$ cat src/pkg/read_config_pkg.sv
package read_config_pkg;

  // instruction codes
  localparam logic [7:0] OP_WR_VOLATILE   = 8'h81;
  localparam logic [7:0] OP_RD_VOLATILE   = 8'h85;
  localparam logic [7:0] OP_WR_ENHANCED   = 8'h61;
  localparam logic [7:0] OP_RD_ENHANCED   = 8'h65;
  localparam logic [7:0] OP_FAST_READ     = 8'h0b;
  localparam logic [7:0] OP_DUAL_OUT_READ = 8'h3b;
  localparam logic [7:0] OP_DUAL_IO_READ  = 8'hbb;
  localparam logic [7:0] OP_QUAD_OUT_READ = 8'h6b;
  localparam logic [7:0] OP_QUAD_IO_READ  = 8'heb;
  localparam logic [7:0] OP_OTP_READ      = 8'h4b;

  // volatile register layout
  localparam int         VRS_DUMMY_MSB   = 7;
  localparam int         VRS_DUMMY_LSB   = 4;
  localparam int         VRS_XIP_BIT     = 3;
  localparam int         VRS_RSV_BIT     = 2;
  localparam logic [3:0] VRS_POR_LOW     = 4'hb;
  localparam logic [3:0] DUMMY_ZERO_CODE = 4'h0;
  localparam logic [3:0] DUMMY_MAX_CODE  = 4'hf;

  // wrap field codes
  localparam logic [1:0] WRAP_16     = 2'h0;
  localparam logic [1:0] WRAP_32     = 2'h1;
  localparam logic [1:0] WRAP_64     = 2'h2;
  localparam logic [1:0] WRAP_LINEAR = 2'h3;

  // persistent register fields used at power-on
  localparam int NV_DUMMY_MSB = 15;
  localparam int NV_DUMMY_LSB = 12;
  localparam int NV_HOLD_BIT  = 4;
  localparam int NV_QUAD_BIT  = 3;
  localparam int NV_DUAL_BIT  = 2;

  // enhanced register layout
  localparam int         ENH_QUAD_BIT = 7;
  localparam int         ENH_DUAL_BIT = 6;
  localparam int         ENH_RSV_BIT  = 5;
  localparam logic [3:0] ENH_POR_LOW  = 4'hf;

  localparam logic [1:0] PROTO_EXT  = 2'h0;
  localparam logic [1:0] PROTO_DUAL = 2'h1;
  localparam logic [1:0] PROTO_QUAD = 2'h2;

  localparam logic [4:0] CMD_BITS  = 5'h08;
  localparam logic [4:0] ADDR_BITS = 5'h18;
  localparam logic [4:0] BITS_CAP  = 5'h10;
  localparam logic [1:0] INIT_LOAD = 2'h2;
  localparam logic [1:0] INIT_DONE = 2'h3;

endpackage : read_config_pkg

$ cat src/volatile_read_config.sv
// Function
// RULE_01: completed volatile write loads register, replacing power-on configuration
// RULE_02: bits 7..4 set dummy clocks after fast reads, 1 to 15
// RULE_03: dummy code 0000 acts as 1111; other codes give their value
// RULE_04: host picks enough dummy clocks for its clock rate
// RULE_05: dummy count applies to all fast reads and the otp read
// RULE_06: bit 3 low arms execute-in-place; default high leaves it off
// RULE_07: when armed, data line 0 at first dummy clock is sampled
// RULE_08: basic variant ignores the arm bit; always armed
// RULE_09: wrap code 00 wraps inside aligned 16-byte block
// RULE_10: wrap code 01 wraps inside aligned 32-byte block
// RULE_11: wrap code 10 wraps inside aligned 64-byte block
// RULE_12: wrap code 11 reads sequentially without boundary
// RULE_13: address increments from start, returns to block start, repeats
// RULE_14: completed enhanced write loads enhanced register over power-on values
// RULE_15: volatile bit 2 is reserved, written 0, always reads 0
// RULE_16: dummy counter counts exactly the programmed clocks before data
// RULE_17: power-on dummy count comes from persistent bits 15..12
// RULE_18: enhanced bits 7/6 low pick quad/dual; both low means quad
`timescale 1ns/1ps
`default_nettype none
module volatile_read_config
  import read_config_pkg::*;
#(
  parameter int ADDR_W = 24
) (
  input  wire logic              i_ref_clk,
  input  wire logic              i_arst_n,
  input  wire logic              i_sclk,
  input  wire logic              i_cs_n,
  input  wire logic [3:0]        i_dq,
  input  wire logic [15:0]       i_persistent_boot_settings,
  input  wire logic              i_basic_xip_variant,
  output logic                   o_dq1,
  output logic                   o_dq1_oe,
  output logic [7:0]             o_volatile_read_settings,
  output logic [7:0]             o_enhanced_volatile_settings,
  output logic [1:0]             o_protocol,
  output logic                   o_xip_armed,
  output logic                   o_xip_confirm,
  output logic                   o_data_phase,
  output logic                   o_byte_strobe,
  output logic [ADDR_W-1:0]      o_byte_addr
);

  typedef enum logic [2:0] {
    ST_CMD     = 3'h0,
    ST_ADDR    = 3'h1,
    ST_DUMMY   = 3'h2,
    ST_DATA    = 3'h3,
    ST_REG_OUT = 3'h4,
    ST_REG_IN  = 3'h5,
    ST_SKIP    = 3'h6
  } link_state_t;

  typedef struct packed {
    logic              sclk_m;
    logic              sclk_s;
    logic              sclk_p;
    logic              cs_m;
    logic              cs_s;
    logic [3:0]        dq_m;
    logic [3:0]        dq_s;
    logic [15:0]       nv_m;
    logic [15:0]       nv_s;
    logic              basic_m;
    logic              basic_s;
    logic [1:0]        init;
    logic [7:0]        volatile_read_settings;
    logic [7:0]        enh;
    link_state_t       st;
    logic [7:0]        cmd;
    logic [23:0]       sh;
    logic [4:0]        bcnt;
    logic [3:0]        dcnt;
    logic [2:0]        lanes;
    logic              wr_done;
    logic [ADDR_W-1:0] addr;
    logic [7:0]        oshift;
    logic              dq1;
    logic              dq1_oe;
    logic [1:0]        protocol;
    logic              xip_armed;
    logic              xip_confirm;
    logic              data_phase;
    logic              byte_strobe;
    logic [ADDR_W-1:0] byte_addr;
  } state_t;

  state_t q;
  state_t d;
  logic   rise;
  logic   fall;

  function automatic logic [3:0] dummy_clocks(input logic [3:0] code);
    dummy_clocks = (code == DUMMY_ZERO_CODE) ? DUMMY_MAX_CODE : code; // RULE_03
  endfunction : dummy_clocks

  function automatic logic [2:0] lane_count(input logic [1:0] proto);
    case (proto)
      PROTO_DUAL: lane_count = 3'h2;
      PROTO_QUAD: lane_count = 3'h4;
      default:    lane_count = 3'h1;
    endcase
  endfunction : lane_count

  function automatic logic is_fast_read(input logic [7:0] op);
    is_fast_read = (op == OP_FAST_READ) || (op == OP_DUAL_OUT_READ) ||
                   (op == OP_DUAL_IO_READ) || (op == OP_QUAD_OUT_READ) ||
                   (op == OP_QUAD_IO_READ) || (op == OP_OTP_READ); // RULE_05
  endfunction : is_fast_read

  function automatic logic [2:0] data_lanes(input logic [7:0] op,
                                            input logic [1:0] proto);
    if (proto != PROTO_EXT) begin
      data_lanes = lane_count(proto);
    end else if (op == OP_DUAL_OUT_READ || op == OP_DUAL_IO_READ) begin
      data_lanes = 3'h2;
    end else if (op == OP_QUAD_OUT_READ || op == OP_QUAD_IO_READ) begin
      data_lanes = 3'h4;
    end else begin
      data_lanes = 3'h1;
    end
  endfunction : data_lanes

  function automatic logic [23:0] shift_in(input logic [23:0] sh,
                                           input logic [3:0]  dq,
                                           input logic [2:0]  n);
    case (n)
      3'h2:    shift_in = {sh[21:0], dq[1:0]};
      3'h4:    shift_in = {sh[19:0], dq[3:0]};
      default: shift_in = {sh[22:0], dq[0]};
    endcase
  endfunction : shift_in

  function automatic logic [ADDR_W-1:0] wrap_mask(input logic [1:0] wrap);
    case (wrap)
      WRAP_16: wrap_mask = ADDR_W'(24'h00000f); // RULE_09
      WRAP_32: wrap_mask = ADDR_W'(24'h00001f); // RULE_10
      WRAP_64: wrap_mask = ADDR_W'(24'h00003f); // RULE_11
      default: wrap_mask = '0;
    endcase
  endfunction : wrap_mask

  function automatic logic [ADDR_W-1:0] next_addr(
      input logic [ADDR_W-1:0] a,
      input logic [1:0]        wrap);
    logic [ADDR_W-1:0] m;
    m = wrap_mask(wrap);
    if (wrap == WRAP_LINEAR) begin
      next_addr = a + ADDR_W'(1); // RULE_12
    end else begin
      next_addr = (a & ~m) | ((a + ADDR_W'(1)) & m); // RULE_13
    end
  endfunction : next_addr

  function automatic logic [1:0] proto_of(input logic [7:0] enh);
    if (!enh[ENH_QUAD_BIT]) begin
      proto_of = PROTO_QUAD; // RULE_18
    end else if (!enh[ENH_DUAL_BIT]) begin
      proto_of = PROTO_DUAL;
    end else begin
      proto_of = PROTO_EXT;
    end
  endfunction : proto_of

  assign rise = q.sclk_s & ~q.sclk_p;
  assign fall = ~q.sclk_s & q.sclk_p;

  always_comb begin
    logic [4:0] nb;
    nb = 5'(q.bcnt + {2'h0, q.lanes});
    d = q;
    d.sclk_m      = i_sclk;
    d.sclk_s      = q.sclk_m;
    d.sclk_p      = q.sclk_s;
    d.cs_m        = i_cs_n;
    d.cs_s        = q.cs_m;
    d.dq_m        = i_dq;
    d.dq_s        = q.dq_m;
    d.nv_m        = i_persistent_boot_settings;
    d.nv_s        = q.nv_m;
    d.basic_m     = i_basic_xip_variant;
    d.basic_s     = q.basic_m;
    d.byte_strobe = 1'b0;
    if (q.init != INIT_DONE) begin
      d.init = q.init + 2'h1;
      if (q.init == INIT_LOAD) begin
        d.volatile_read_settings = {q.nv_s[NV_DUMMY_MSB:NV_DUMMY_LSB], VRS_POR_LOW}; // RULE_17
        d.enh = {q.nv_s[NV_QUAD_BIT], q.nv_s[NV_DUAL_BIT], 1'b0,
                 q.nv_s[NV_HOLD_BIT], ENH_POR_LOW};
      end
    end
    if (q.cs_s) begin
      // load only on deselect after exactly one whole data byte
      if (q.st == ST_REG_IN && q.wr_done) begin
        if (q.cmd == OP_WR_VOLATILE) begin
          d.volatile_read_settings = {q.sh[7:3], 1'b0, q.sh[1:0]}; // RULE_01 RULE_15
        end else begin
          d.enh = {q.sh[7:6], 1'b0, q.sh[4:0]}; // RULE_14
        end
      end
      d.st      = ST_CMD;
      d.bcnt    = 5'h00;
      d.wr_done = 1'b0;
      d.dq1_oe  = 1'b0;
      d.lanes   = lane_count(q.protocol);
    end else if (rise) begin
      case (q.st)
        ST_CMD: begin
          d.sh   = shift_in(q.sh, q.dq_s, q.lanes);
          d.bcnt = nb;
          if (nb == CMD_BITS) begin
            d.cmd  = d.sh[7:0];
            d.bcnt = 5'h00;
            if (is_fast_read(d.sh[7:0])) begin
              d.st = ST_ADDR;
              if (d.sh[7:0] == OP_DUAL_IO_READ ||
                  d.sh[7:0] == OP_QUAD_IO_READ) begin
                d.lanes = data_lanes(d.sh[7:0], q.protocol);
              end
            end else if (d.sh[7:0] == OP_RD_VOLATILE) begin
              d.st     = ST_REG_OUT;
              d.oshift = q.volatile_read_settings;
            end else if (d.sh[7:0] == OP_RD_ENHANCED) begin
              d.st     = ST_REG_OUT;
              d.oshift = q.enh;
            end else if (d.sh[7:0] == OP_WR_VOLATILE ||
                         d.sh[7:0] == OP_WR_ENHANCED) begin
              d.st = ST_REG_IN;
            end else begin
              d.st = ST_SKIP;
            end
          end
        end
        ST_ADDR: begin
          d.sh   = shift_in(q.sh, q.dq_s, q.lanes);
          d.bcnt = nb;
          if (nb == ADDR_BITS) begin
            d.addr  = ADDR_W'(d.sh);
            d.bcnt  = 5'h00;
            d.dcnt  = 4'h0;
            d.st    = ST_DUMMY;
            d.lanes = data_lanes(q.cmd, q.protocol);
          end
        end
        ST_DUMMY: begin
          if (q.dcnt == 4'h0 && q.xip_armed) begin
            d.xip_confirm = q.dq_s[0]; // RULE_07
          end
          if (4'(q.dcnt + 4'h1) ==
              dummy_clocks(q.volatile_read_settings[VRS_DUMMY_MSB:VRS_DUMMY_LSB])) begin
            d.st          = ST_DATA; // RULE_02 RULE_16
            d.byte_addr   = q.addr;
            d.byte_strobe = 1'b1;
          end else begin
            d.dcnt = 4'(q.dcnt + 4'h1);
          end
        end
        ST_DATA: begin
          if (nb == CMD_BITS) begin
            d.bcnt        = 5'h00;
            d.addr        = next_addr(q.addr, q.volatile_read_settings[1:0]);
            d.byte_addr   = d.addr;
            d.byte_strobe = 1'b1;
          end else begin
            d.bcnt = nb;
          end
        end
        ST_REG_IN: begin
          d.sh      = shift_in(q.sh, q.dq_s, q.lanes);
          d.wr_done = (nb == CMD_BITS);
          if (q.bcnt < BITS_CAP) begin
            d.bcnt = nb;
          end
        end
        default: begin
          d.st = q.st;
        end
      endcase
    end else if (fall && q.st == ST_REG_OUT) begin
      d.dq1    = q.oshift[7];
      d.dq1_oe = 1'b1;
      d.oshift = {q.oshift[6:0], q.oshift[7]};
    end
    d.xip_armed  = ~d.volatile_read_settings[VRS_XIP_BIT] | q.basic_s; // RULE_06 RULE_08
    d.protocol   = proto_of(d.enh);
    d.data_phase = (d.st == ST_DATA);
  end

  always_ff @(posedge i_ref_clk or negedge i_arst_n) begin
    if (!i_arst_n) begin
      q          <= '0;
      q.sclk_m   <= 1'b0;
      q.cs_m     <= 1'b1;
      q.cs_s     <= 1'b1;
      q.st       <= ST_CMD;
      q.volatile_read_settings      <= {DUMMY_MAX_CODE, VRS_POR_LOW};
      q.enh      <= 8'hdf;
      q.lanes    <= 3'h1;
      q.protocol <= PROTO_EXT;
    end else begin
      q <= d;
    end
  end

  assign o_dq1                        = q.dq1;
  assign o_dq1_oe                     = q.dq1_oe;
  assign o_volatile_read_settings     = q.volatile_read_settings;
  assign o_enhanced_volatile_settings = q.enh;
  assign o_protocol                   = q.protocol;
  assign o_xip_armed                  = q.xip_armed;
  assign o_xip_confirm                = q.xip_confirm;
  assign o_data_phase                 = q.data_phase;
  assign o_byte_strobe                = q.byte_strobe;
  assign o_byte_addr                  = q.byte_addr;

  // checker helper: rising link edges seen in the dummy phase
  logic [4:0] dummy_seen_q;
  always_ff @(posedge i_ref_clk or negedge i_arst_n) begin
    if (!i_arst_n) begin
      dummy_seen_q <= 5'h00;
    end else if (q.st == ST_CMD) begin
      dummy_seen_q <= 5'h00;
    end else if (rise && q.st == ST_DUMMY && !q.cs_s) begin
      dummy_seen_q <= 5'(dummy_seen_q + 5'h01);
    end
  end
endmodule : volatile_read_config
`default_nettype wire

$ cat config.mk
export PLATFORM = sky130hd
export DESIGN_NAME = volatile_read_config
export DESIGN_NICKNAME = d
export VERILOG_FILES = /design/src/pkg/read_config_pkg.sv /design/src/volatile_read_config.sv
export SDC_FILE = /design/constraint.sdc
export NUM_CORES = 1
export LEC_CHECK = 0
export BUFFER_PORTS_ARGS = -buffer_cell sky130_fd_sc_hd__clkbuf_2
export CAP_MARGIN = 25
export CORE_UTILIZATION = 59
export DETAILED_ROUTE_END_ITERATION = 10
export PLACE_DENSITY = 0.79
export SKIP_LAST_GASP = 1
export SYNTH_ARGS = -nofsm -noshare
export SYNTH_HDL_FRONTEND = slang
export SYNTH_SLANG_ARGS = --single-unit
export TNS_END_PERCENT = 50
$ cat constraint.sdc
create_clock -name i_ref_clk -period 7.1 [get_ports i_ref_clk]
set_input_delay 0.71 -clock i_ref_clk [delete_from_list [all_inputs] [get_ports i_ref_clk]]
set_output_delay 0.71 -clock i_ref_clk [all_outputs]
set_load 0.01 [all_outputs]
== Yosys cells after proc, flatten, opt, wreduce, memory -nomap -nowiden ==
Index checks and enable logic that the tools add are counted.

* Output and inout bits: 48
* Bits of input ports: 25
* Register bits: 177

* Bitwise logic cells: 12
* Order comparisons: 1
* Mux-type cells: 68
* Add/sub/neg operators: 4
* Equal/unequal tests: 47
* Reduce and logical (&&, ||, !) cells: 43

{| class="wikitable"
|+ Operators by type and width
! operator !! number
|-
| $mux 24 || 10
|-
| $pmux 24 s2 || 3
|-
| $mux 25 || 4
|-
| $mux 72 || 1
|-
| $mux 8 || 9
|-
| $mux 16 || 4
|-
| $eq 8x8->1 const B || 7
|-
| $pmux 25 s2 || 1
|-
| $and 24x24->24 || 2
|-
| $mux 3 || 15
|-
| $eq 8x7->1 const B || 5
|-
| $add 24x1->24 const B || 1
|-
| $not 24->24 || 1
|-
| $or 24x24->24 || 1
|-
| $pmux 6 s3 || 1
|-
| $reduce_bool 2->1 || 9
|-
| $eq 8x6->1 const B || 2
|-
| $mux 5 || 3
|-
| $pmux 5 s3 || 1
|-
| $reduce_and 5->1 || 3
|-
| $ne 2x2->1 const B || 7
|-
| $eq 3x2->1 const B || 4
|-
| $mux 12 || 1
|-
| $mux 4 || 3
|-
| 38 further kinds || 77
|}

== Logic depth before layout (Yosys ltp) ==
Gate-level depths: netlist of run 1.

* Word-level depth: 17
* Gate-level depth with buffers: 11
* Gate-level depth less buffers: 9

== Worst setup path after synthesis of run 1 ==
Ideal clock, no wire load.

* Path kind: register -> register
* Start point: register q[65] in the netlist's numbering
* End point: register q[65] in the netlist's numbering
* Cell stages (with the launch flop): 9
* Data arrival time: 2771 ps
* Path buffers: 0
* Path slack: 4231 ps
* Cells stage by stage: dfstp_2 > ha_1 > fa_1 > nor3_2 > o2111ai_1 > a21oi_2 > a21bo_1 > or4_1 > o311ai_1

* Cells in the longest elaborated chain, start to end: 16
* Elaborated cells on any way between the ends: 37
* Classes of those cells: add/sub (1); eq/ne (14); mux (13); reduce/logical (9)

{| class="wikitable"
|+ RTL lines
! element !! line !! source
|-
| start: declaration || volatile_read_config.sv:90 || <nowiki>state_t q;</nowiki>
|-
| $eq 3x3->1 or $eq 3x2->1 (tied branches) || volatile_read_config.sv:129 || <nowiki>case (n)</nowiki>
|-
| $pmux 24 s2 || volatile_read_config.sv:129 ||
|-
| $mux 24 || volatile_read_config.sv:209 || <nowiki>case (q.st)</nowiki>
|-
| $mux 24 || volatile_read_config.sv:208 || <nowiki>end else if (rise) begin</nowiki>
|-
| $mux 24 || volatile_read_config.sv:194 || <nowiki>if (q.cs_s) begin</nowiki>
|-
| $eq 8x7->1 or $eq 8x8->1 (tied branches) || - ||
|-
| $logic_or 1x1->1 || volatile_read_config.sv:119 || <nowiki>end else if (op == OP_QUAD_OUT_READ || op == OP_QUAD_IO_READ) begin</nowiki>
|-
| $mux 3 || volatile_read_config.sv:119 ||
|-
| $mux 3 || volatile_read_config.sv:117 || <nowiki>end else if (op == OP_DUAL_OUT_READ || op == OP_DUAL_IO_READ) begin</nowiki>
|-
| $mux 3 || volatile_read_config.sv:115 || <nowiki>if (proto != PROTO_EXT) begin</nowiki>
|-
| $mux 3 || volatile_read_config.sv:218 || <nowiki>if (d.sh[7:0] == OP_DUAL_IO_READ ||</nowiki>
|-
| $mux 3 || volatile_read_config.sv:216 || <nowiki>if (is_fast_read(d.sh[7:0])) begin</nowiki>
|-
| $mux 3 || volatile_read_config.sv:213 || <nowiki>if (nb == CMD_BITS) begin</nowiki>
|-
| $pmux 3 s2 || volatile_read_config.sv:209 ||
|-
| $mux 72 || volatile_read_config.sv:208 ||
|-
| $mux 4 || volatile_read_config.sv:194 ||
|}

Parallel ways exist; a longest one is shown, timed or not. The select of a mux whose other input is x is not followed.
A chain may end at the register's enable or synchronous reset.

== Worst setup path in the final report of run 1 ==
* Start point: register q[65] in the netlist's numbering
* End point: register q[33] in the netlist's numbering

* Cells in the longest elaborated chain, start to end: 13
* Elaborated cells on any way between the ends: 30
* Classes of those cells: add/sub (1); eq/ne (14); mux (9); reduce/logical (6)

{| class="wikitable"
|+ RTL lines
! element !! line !! source
|-
| $eq 3x3->1 or $eq 3x2->1 (tied branches) || volatile_read_config.sv:129 ||
|-
| $pmux 24 s2 || volatile_read_config.sv:129 ||
|-
| $mux 24 || volatile_read_config.sv:209 ||
|-
| $mux 24 || volatile_read_config.sv:208 ||
|-
| $mux 24 || volatile_read_config.sv:194 ||
|-
| $eq 8x4->1 or $eq 8x6->1 (tied branches) || volatile_read_config.sv:108 || <nowiki>is_fast_read = (op == OP_FAST_READ) || (op == OP_DUAL_OUT_READ) ||</nowiki>
|-
| $logic_or 1x1->1 (2 in series) || volatile_read_config.sv:108 ||
|-
| $logic_or 1x1->1 (2 in series) || volatile_read_config.sv:109 || <nowiki>(op == OP_DUAL_IO_READ) || (op == OP_QUAD_OUT_READ) ||</nowiki>
|-
| $logic_or 1x1->1 || volatile_read_config.sv:110 || <nowiki>(op == OP_QUAD_IO_READ) || (op == OP_OTP_READ);</nowiki>
|-
| $ne 2x2->1 (no source line) || - ||
|-
| $reduce_and 6->1 (no source line) || - ||
|}

Parallel ways exist; a longest one is shown, timed or not. The select of a mux whose other input is x is not followed.

==> impl_metrics.toml, run 1 <==
[outcome]
outcome = "finished clean"

[sta]
timing.fmax_ghz = 0.273
period_share = 0.515
fin_setup_tns_ns = 0
finalHoldViolCount = 0
relSlewSlack = 0.312
setup_viol = 0
drv_slew = 0
worst_slack_ns = 3.44
worstMarginPinSlew_ns = 1.03
finalClockSkew_ns = 0.0128
rsz0062_at_grt = "no"
min_period_ns = 3.66

[setup_path]
worstPathRequired_ns = 7.42
endpoint_kind = "flop"
cp_max_fo = 23
rrSetupSlack_ns = 3.44
crit_type = "reg -> reg"
startpoint_type = "flop"
arrival_ns = 3.98

[floorplan]
die_x_um = 126
die-area_sq_um = 15900
rows = 44
ioPinCount = 73
coreArea_sq_um = 14800
initial_core_util = 0.615
die_h_um = 126

[power]
static-leakage-power_nw = 4.25
p_seq_frac = 0.433
ir_worst_vdd_mv = 0.197
finalPower_mw = 2.57
switching_share = 0.332
clockPowerShare = 0.373
p_int_mw = 1.72
p_sw_uw = 853
pwr-share-comb = 0.194
powerDensity_nw_per_um2 = 262

[clock_tree]
cts_resized = 0
cts_tree = "built"
clk_pin_slew_ns = 0.07
cts_buffer_depth = 2
clock_sinks = 158
cts_made_buffers = 17
cts_htree_levels = 4
ctsRootBufferMaster = "clkbuf_16"
clock_latency_ns = 0.44
ctsHoldBuffers = 0
cts_setup_buffers = 0

[synthesis]
synth.net_count = 1005
ys_types = 86
ys_ff_latch = 158
yosys_warnings = 0
ys.flop_type = "dfrtp_1"
syn-cell-area_sq_um = 9070
syn_inst = 966
synth_edf_count = 0
syn_area_per_cell_sq_um = 9.39
ys_seq_area_frac = 0.438
async_reset_ff_frac = 1.00

[layout]
multi_input_area_sq_um = 4410
fin_util = 0.665
area_delta_synth_final_pct = 8.11
layout_commonest_cell = "dfrtp_1"
nets = 999
drive_gt1_frac = 0.193
diodes = 0
fill_cells = 1166
final_cell_mix = "dfrtp_1 (141), o21ai_0 (88), nor2_1 (79)"
regArea_sq_um = 3980

[route]
totalWireLength_mm = 21.0
wire_per_inst_um = 18.2
avgViaCountPerCell = 6.44
ant_nets = 0
vias = 7446
drt_first_pass_iters = 6
drc = 0
drt_iter0_drc = 840

[global_routing]
grt_pass1_wl_mm = 34.0
grt_pass1_vias = 6546
overflow = 0
track_usage = 0.270
antenna_found_initial = 0
grt_max_degree = 86

[placed_design]
place_ws_ns = 3.11
place_hpwl_mm = 13.7
place.gp.congestion = 0.848
portBuffers = 63

[worst_hold_path]
hp-class = "in -> async"

[job]
maxCapViolations = 0
## metrics by stage
stage          area, sq um  std cells  hold slack (ns)
2_1_floorplan         9070        966            0.331
3_3_place_gp          9140       1123            0.331
3_5_place_dp          9140       1123            0.335
4_1_cts               9770       1155            0.345
5_1_grt               9810       1157            0.346
6_report              9810       1157            0.328
## final cells by class
| class | count | share of cell area |
|---|---|---|
| clock inverters | 15 | 0.0214 |
| flip-flops and latches | 158 | 0.405 |
| multi-input cells | 681 | 0.450 |
| clock buffers | 17 | 0.0434 |
| inverters | 21 | 0.00804 |
| well taps | 184 | 0.0235 |
| repair buffers | 81 | 0.0486 |
## sequential cells by signal, summed over array words and instances (netlist names), 2 cells and up
| name | flops |
|---|---|
| d | 15 |
| o_enhanced_volatile_settings | 8 |
| o_byte_addr | 24 |
| o_volatile_read_settings | 8 |
| q | 95 |
| o_protocol | 2 |
## worst paths after layout
check | from | to | depth (start not counted)
max | q[65]$_DFFE_PN1P_ | q[33]$_DFFE_PN0P_ | 7
min | i_arst_n | o_data_phase$_DFF_PN0_ | 1
max reg2reg | q[65]$_DFFE_PN1P_ | q[33]$_DFFE_PN0P_ | 7
min reg2reg | d[165]$_DFF_PN0_ | q[165]$_DFF_PN0_ | 0
max in group asynchronous | i_arst_n | q[167]$_DFF_PN0_ | 2
min in group i_ref_clk | d[165]$_DFF_PN0_ | q[165]$_DFF_PN0_ | 0
## metal layers
metal / track usage / routed length (um) / part of all wire
met1: 0.394 / 9850 / 0.47
met2: 0.395 / 9470 / 0.45
met3: 0.0654 / 1420 / 0.067
met4: 0.0893 / 317 / 0.015
met5: 0 / 0 / 0
## worst max-delay path, cell delays in order (launching register included)
cell and delay [ns]:
dfstp_2 0.73, nand2b_1 0.85, o311ai_1 0.18, a21oi_2 0.55, or3_1 0.23, a21oi_1 0.10, a21oi_2 0.49, mux2_2 0.41
## cells by family (layout without fill, tap and decap cells)
group / after synthesis / after routing / synth area share
AOI/OAI and AO/OA: 324 / 324 / 0.240
xor gates and xnor gates: 13 / 13 / 0.0134
adders and majority gates: 14 / 14 / 0.0201
buffers and inverters: 127 / 134 / 0.0778
DFF: 158 / 158 / 0.438
muxes: 40 / 40 / 0.0478
and+or+nand+nor: 290 / 290 / 0.163
## power groups by stage
stage	Clock, mW	Sequential (mW)	Combinational, mW
2_1_floorplan	0	1.07	0.391
3_3_place_gp	0	1.12	0.470
3_5_place_dp	0	1.13	0.480
4_1_cts	0.972	1.11	0.485
5_1_grt	1.01	1.12	0.544
6_report	0.958	1.11	0.499
## cell usage after synthesis (5+ instances only)
cell type / n / area share
a21o_1: 7 / 0.0058
a21oi_1: 68 / 0.038
a22o_1: 15 / 0.014
a31oi_1: 5 / 0.0034
and3_1: 9 / 0.0062
buf_1: 8 / 0.0033
buf_4: 48 / 0.040
buf_6: 5 / 0.0062
clkbuf_1: 40 / 0.017
dfrtp_1: 141 / 0.39
dfstp_2: 17 / 0.049
ha_1: 13 / 0.018
inv_1: 18 / 0.0074
mux2_2: 26 / 0.032
mux2i_1: 13 / 0.014
nand2_1: 77 / 0.032
nand2b_1: 10 / 0.0069
nand3_1: 18 / 0.0099
nand4_1: 14 / 0.0097
nor2_1: 79 / 0.033
nor2b_1: 14 / 0.0097
nor3_1: 23 / 0.013
nor4_1: 7 / 0.0048
o211ai_2: 5 / 0.0069
o21ai_0: 88 / 0.049
o21ai_1: 5 / 0.0028
o221ai_1: 5 / 0.0048
o22a_1: 30 / 0.029
o22ai_1: 33 / 0.023
o31ai_1: 14 / 0.012
or3_1: 5 / 0.0034
xnor2_1: 8 / 0.0077
Power figures use the tool's default switching activity.
==> run 2: changes to the inputs <==
==> constraint.sdc (replaced) <==
create_clock -name i_ref_clk -period 3.6 [get_ports i_ref_clk]
set_input_delay 0.36 -clock i_ref_clk [delete_from_list [all_inputs] [get_ports i_ref_clk]]
set_output_delay 0.36 -clock i_ref_clk [all_outputs]
set_load 0.01 [all_outputs]
==> run 2 against run 1 <==
Final cell count up 1.4%. Core utilization up 0.51 points. Largest cell class unchanged. Worst hold slack worse by 0.33 ns. Critical path type unchanged. Largest power group unchanged. The run now ends with hold timing left. Global-route usage up 0.71 points. Clock power up 92%. Critical path depth up 1. Clock skew down 0.0029 ns. Power up 97%.
==> impl_metrics.toml, run 2 (same netlist as run 1, synthesis figures left out) <==
[outcome]
outcome = "finished, violations left"
violations = "hold timing"

[power]
finalPower_mw = 5.05
p_seq_frac = 0.433
p_int_mw = 3.43
static-leakage-power_nw = 4.30
clockPowerShare = 0.364
p_sw_mw = 1.62
ir_worst_vdd_mv = 0.380
pwr-share-comb = 0.202
switching_share = 0.320
powerDensity_nw_per_um2 = 511

[placed_design]
place.gp.congestion = 0.899
place_hpwl_mm = 14.0
placed_cells_incl_taps = 1141
portBuffers = 63
place_area_sq_um = 9290
place_ws_ns = 0.492

[route]
wire_per_inst_um = 17.9
ant_nets = 0
totalWireLength_mm = 21.0
drt_first_pass_iters = 5
drc = 0
vias = 7488
drt_iter0_drc = 891
avgViaCountPerCell = 6.38

[sta]
finalHoldViolCount = 1
setup_viol = 0
min_period_ns = 3.16
drv_slew = 0
finalClockSkew_ns = 0.00990
worst_slack_ns = 0.441
period_share = 0.877
hold_slack_ns = -0.00113
fin_setup_tns_ns = 0
rsz0062_at_grt = "no"
timing.fmax_ghz = 0.317
worstMarginPinSlew_ns = 1.01
relSlewSlack = 0.323

[global_routing]
grt_pass1_vias = 6757
grt_pass1_wl_mm = 35.0
track_usage = 0.277
overflow = 0
grt_max_degree = 93
antenna_found_initial = 0

[setup_path]
startpoint_type = "flop"
crit_family = "compound AO/OA/AOI/OAI gates"
crit_type = "reg -> reg"
crit_chain = "ha_1 > fa_1 > nor3_2 > o2111ai_1 > a21oi_2 > a21bo_1 > or4_1 > o311ai_1"
reg2reg_to = "q[65]$_DFFE_PN1P_"
worstPathRequired_ns = 3.93
rrSetupSlack_ns = 0.44
slowest_delay_ns = 0.53
cp_max_fo = 6
arrival_ns = 3.49
reg2reg_from = "q[65]$_DFFE_PN1P_"
cp_num_buf_inv = 0
slowest_stage = "dfstp_2"
path_depth = 8
r2r_cells = 8
endpoint_kind = "flop"

[layout]
fin_cells = 1173
area_delta_synth_final_pct = 8.94
top_register = "q"
drive_gt1_frac = 0.205
diodes = 0
final_cell_mix = "dfrtp_1 (141), o21ai_0 (88), nor2_1 (79)"
nets = 1015
layout_commonest_cell = "dfrtp_1"
largest_reg_flops = 95
fin_util = 0.670
postLayoutCellArea_sq_um = 9880

[clock_tree]
cts_buffer_depth = 2
clock_sinks = 158
cts_made_buffers = 17
ctsRootBufferMaster = "clkbuf_16"
cts_htree_levels = 4
ctsHoldBuffers = 0
cts_resized = 0
clock_latency_ns = 0.43
cts_tree = "built"
clk_pin_slew_ns = 0.07
cts_setup_buffers = 0

[floorplan]
die_x_um = 126
coreArea_sq_um = 14800
ioPinCount = 73
die_h_um = 126
initial_core_util = 0.615
rows = 44
die-area_sq_um = 15900

[worst_hold_path]
hp-class = "in -> async"

[job]
maxCapViolations = 0
run 2: cell types whose count changed in the layout (fill, tap and decap cells not counted), sizes merged:
cell / change
buf: +16
clkinvlp: +3
clkbuf: +1
bufinv: +1
inv: +1
clkinv: -6
run 2: layout make-up:
class                      instances  area [sq um]
tap                              184           230
multi-input combinational        681          4410
timing repair buffer              97           589
sequential                       158          3980
inverter                          21          78.8
fill                            1165          4870
clock buffer                      18           429
clock inverter                    14           169
run 2: routing by layer:
layer | global-route usage | vias up | wire length [um]
li1 | - | 3526 | -
met2 | 0.416 | 280 | 9390
met4 | 0.0758 | 0 | 268
met5 | 0 | - | 0
met1 | 0.416 | 3660 | 10000
met3 | 0.0455 | 22 | 1260
run 2: worst max-delay path by stage:
stage                            from           endpoint  slack (ns)
floorplan           q[65]$_DFFE_PN1P_  q[65]$_DFFE_PN1P_        0.73
detailed placement  q[65]$_DFFE_PN1P_  q[65]$_DFFE_PN1P_        0.49
finish              q[65]$_DFFE_PN1P_  q[65]$_DFFE_PN1P_        0.44
global placement    q[65]$_DFFE_PN1P_  q[65]$_DFFE_PN1P_        0.52
CTS                 q[65]$_DFFE_PN1P_  q[65]$_DFFE_PN1P_        0.48
global route        q[65]$_DFFE_PN1P_  q[65]$_DFFE_PN1P_        0.24
run 2: power by group through the flow:
stage | logic (mW) | registers, mW | clock network (mW)
finish | 1.02 | 2.19 | 1.84
global route | 1.12 | 2.21 | 1.94
CTS | 1.01 | 2.18 | 1.86
detailed placement | 0.998 | 2.21 | 0
global placement | 0.973 | 2.20 | 0
floorplan | 0.772 | 2.12 | 0
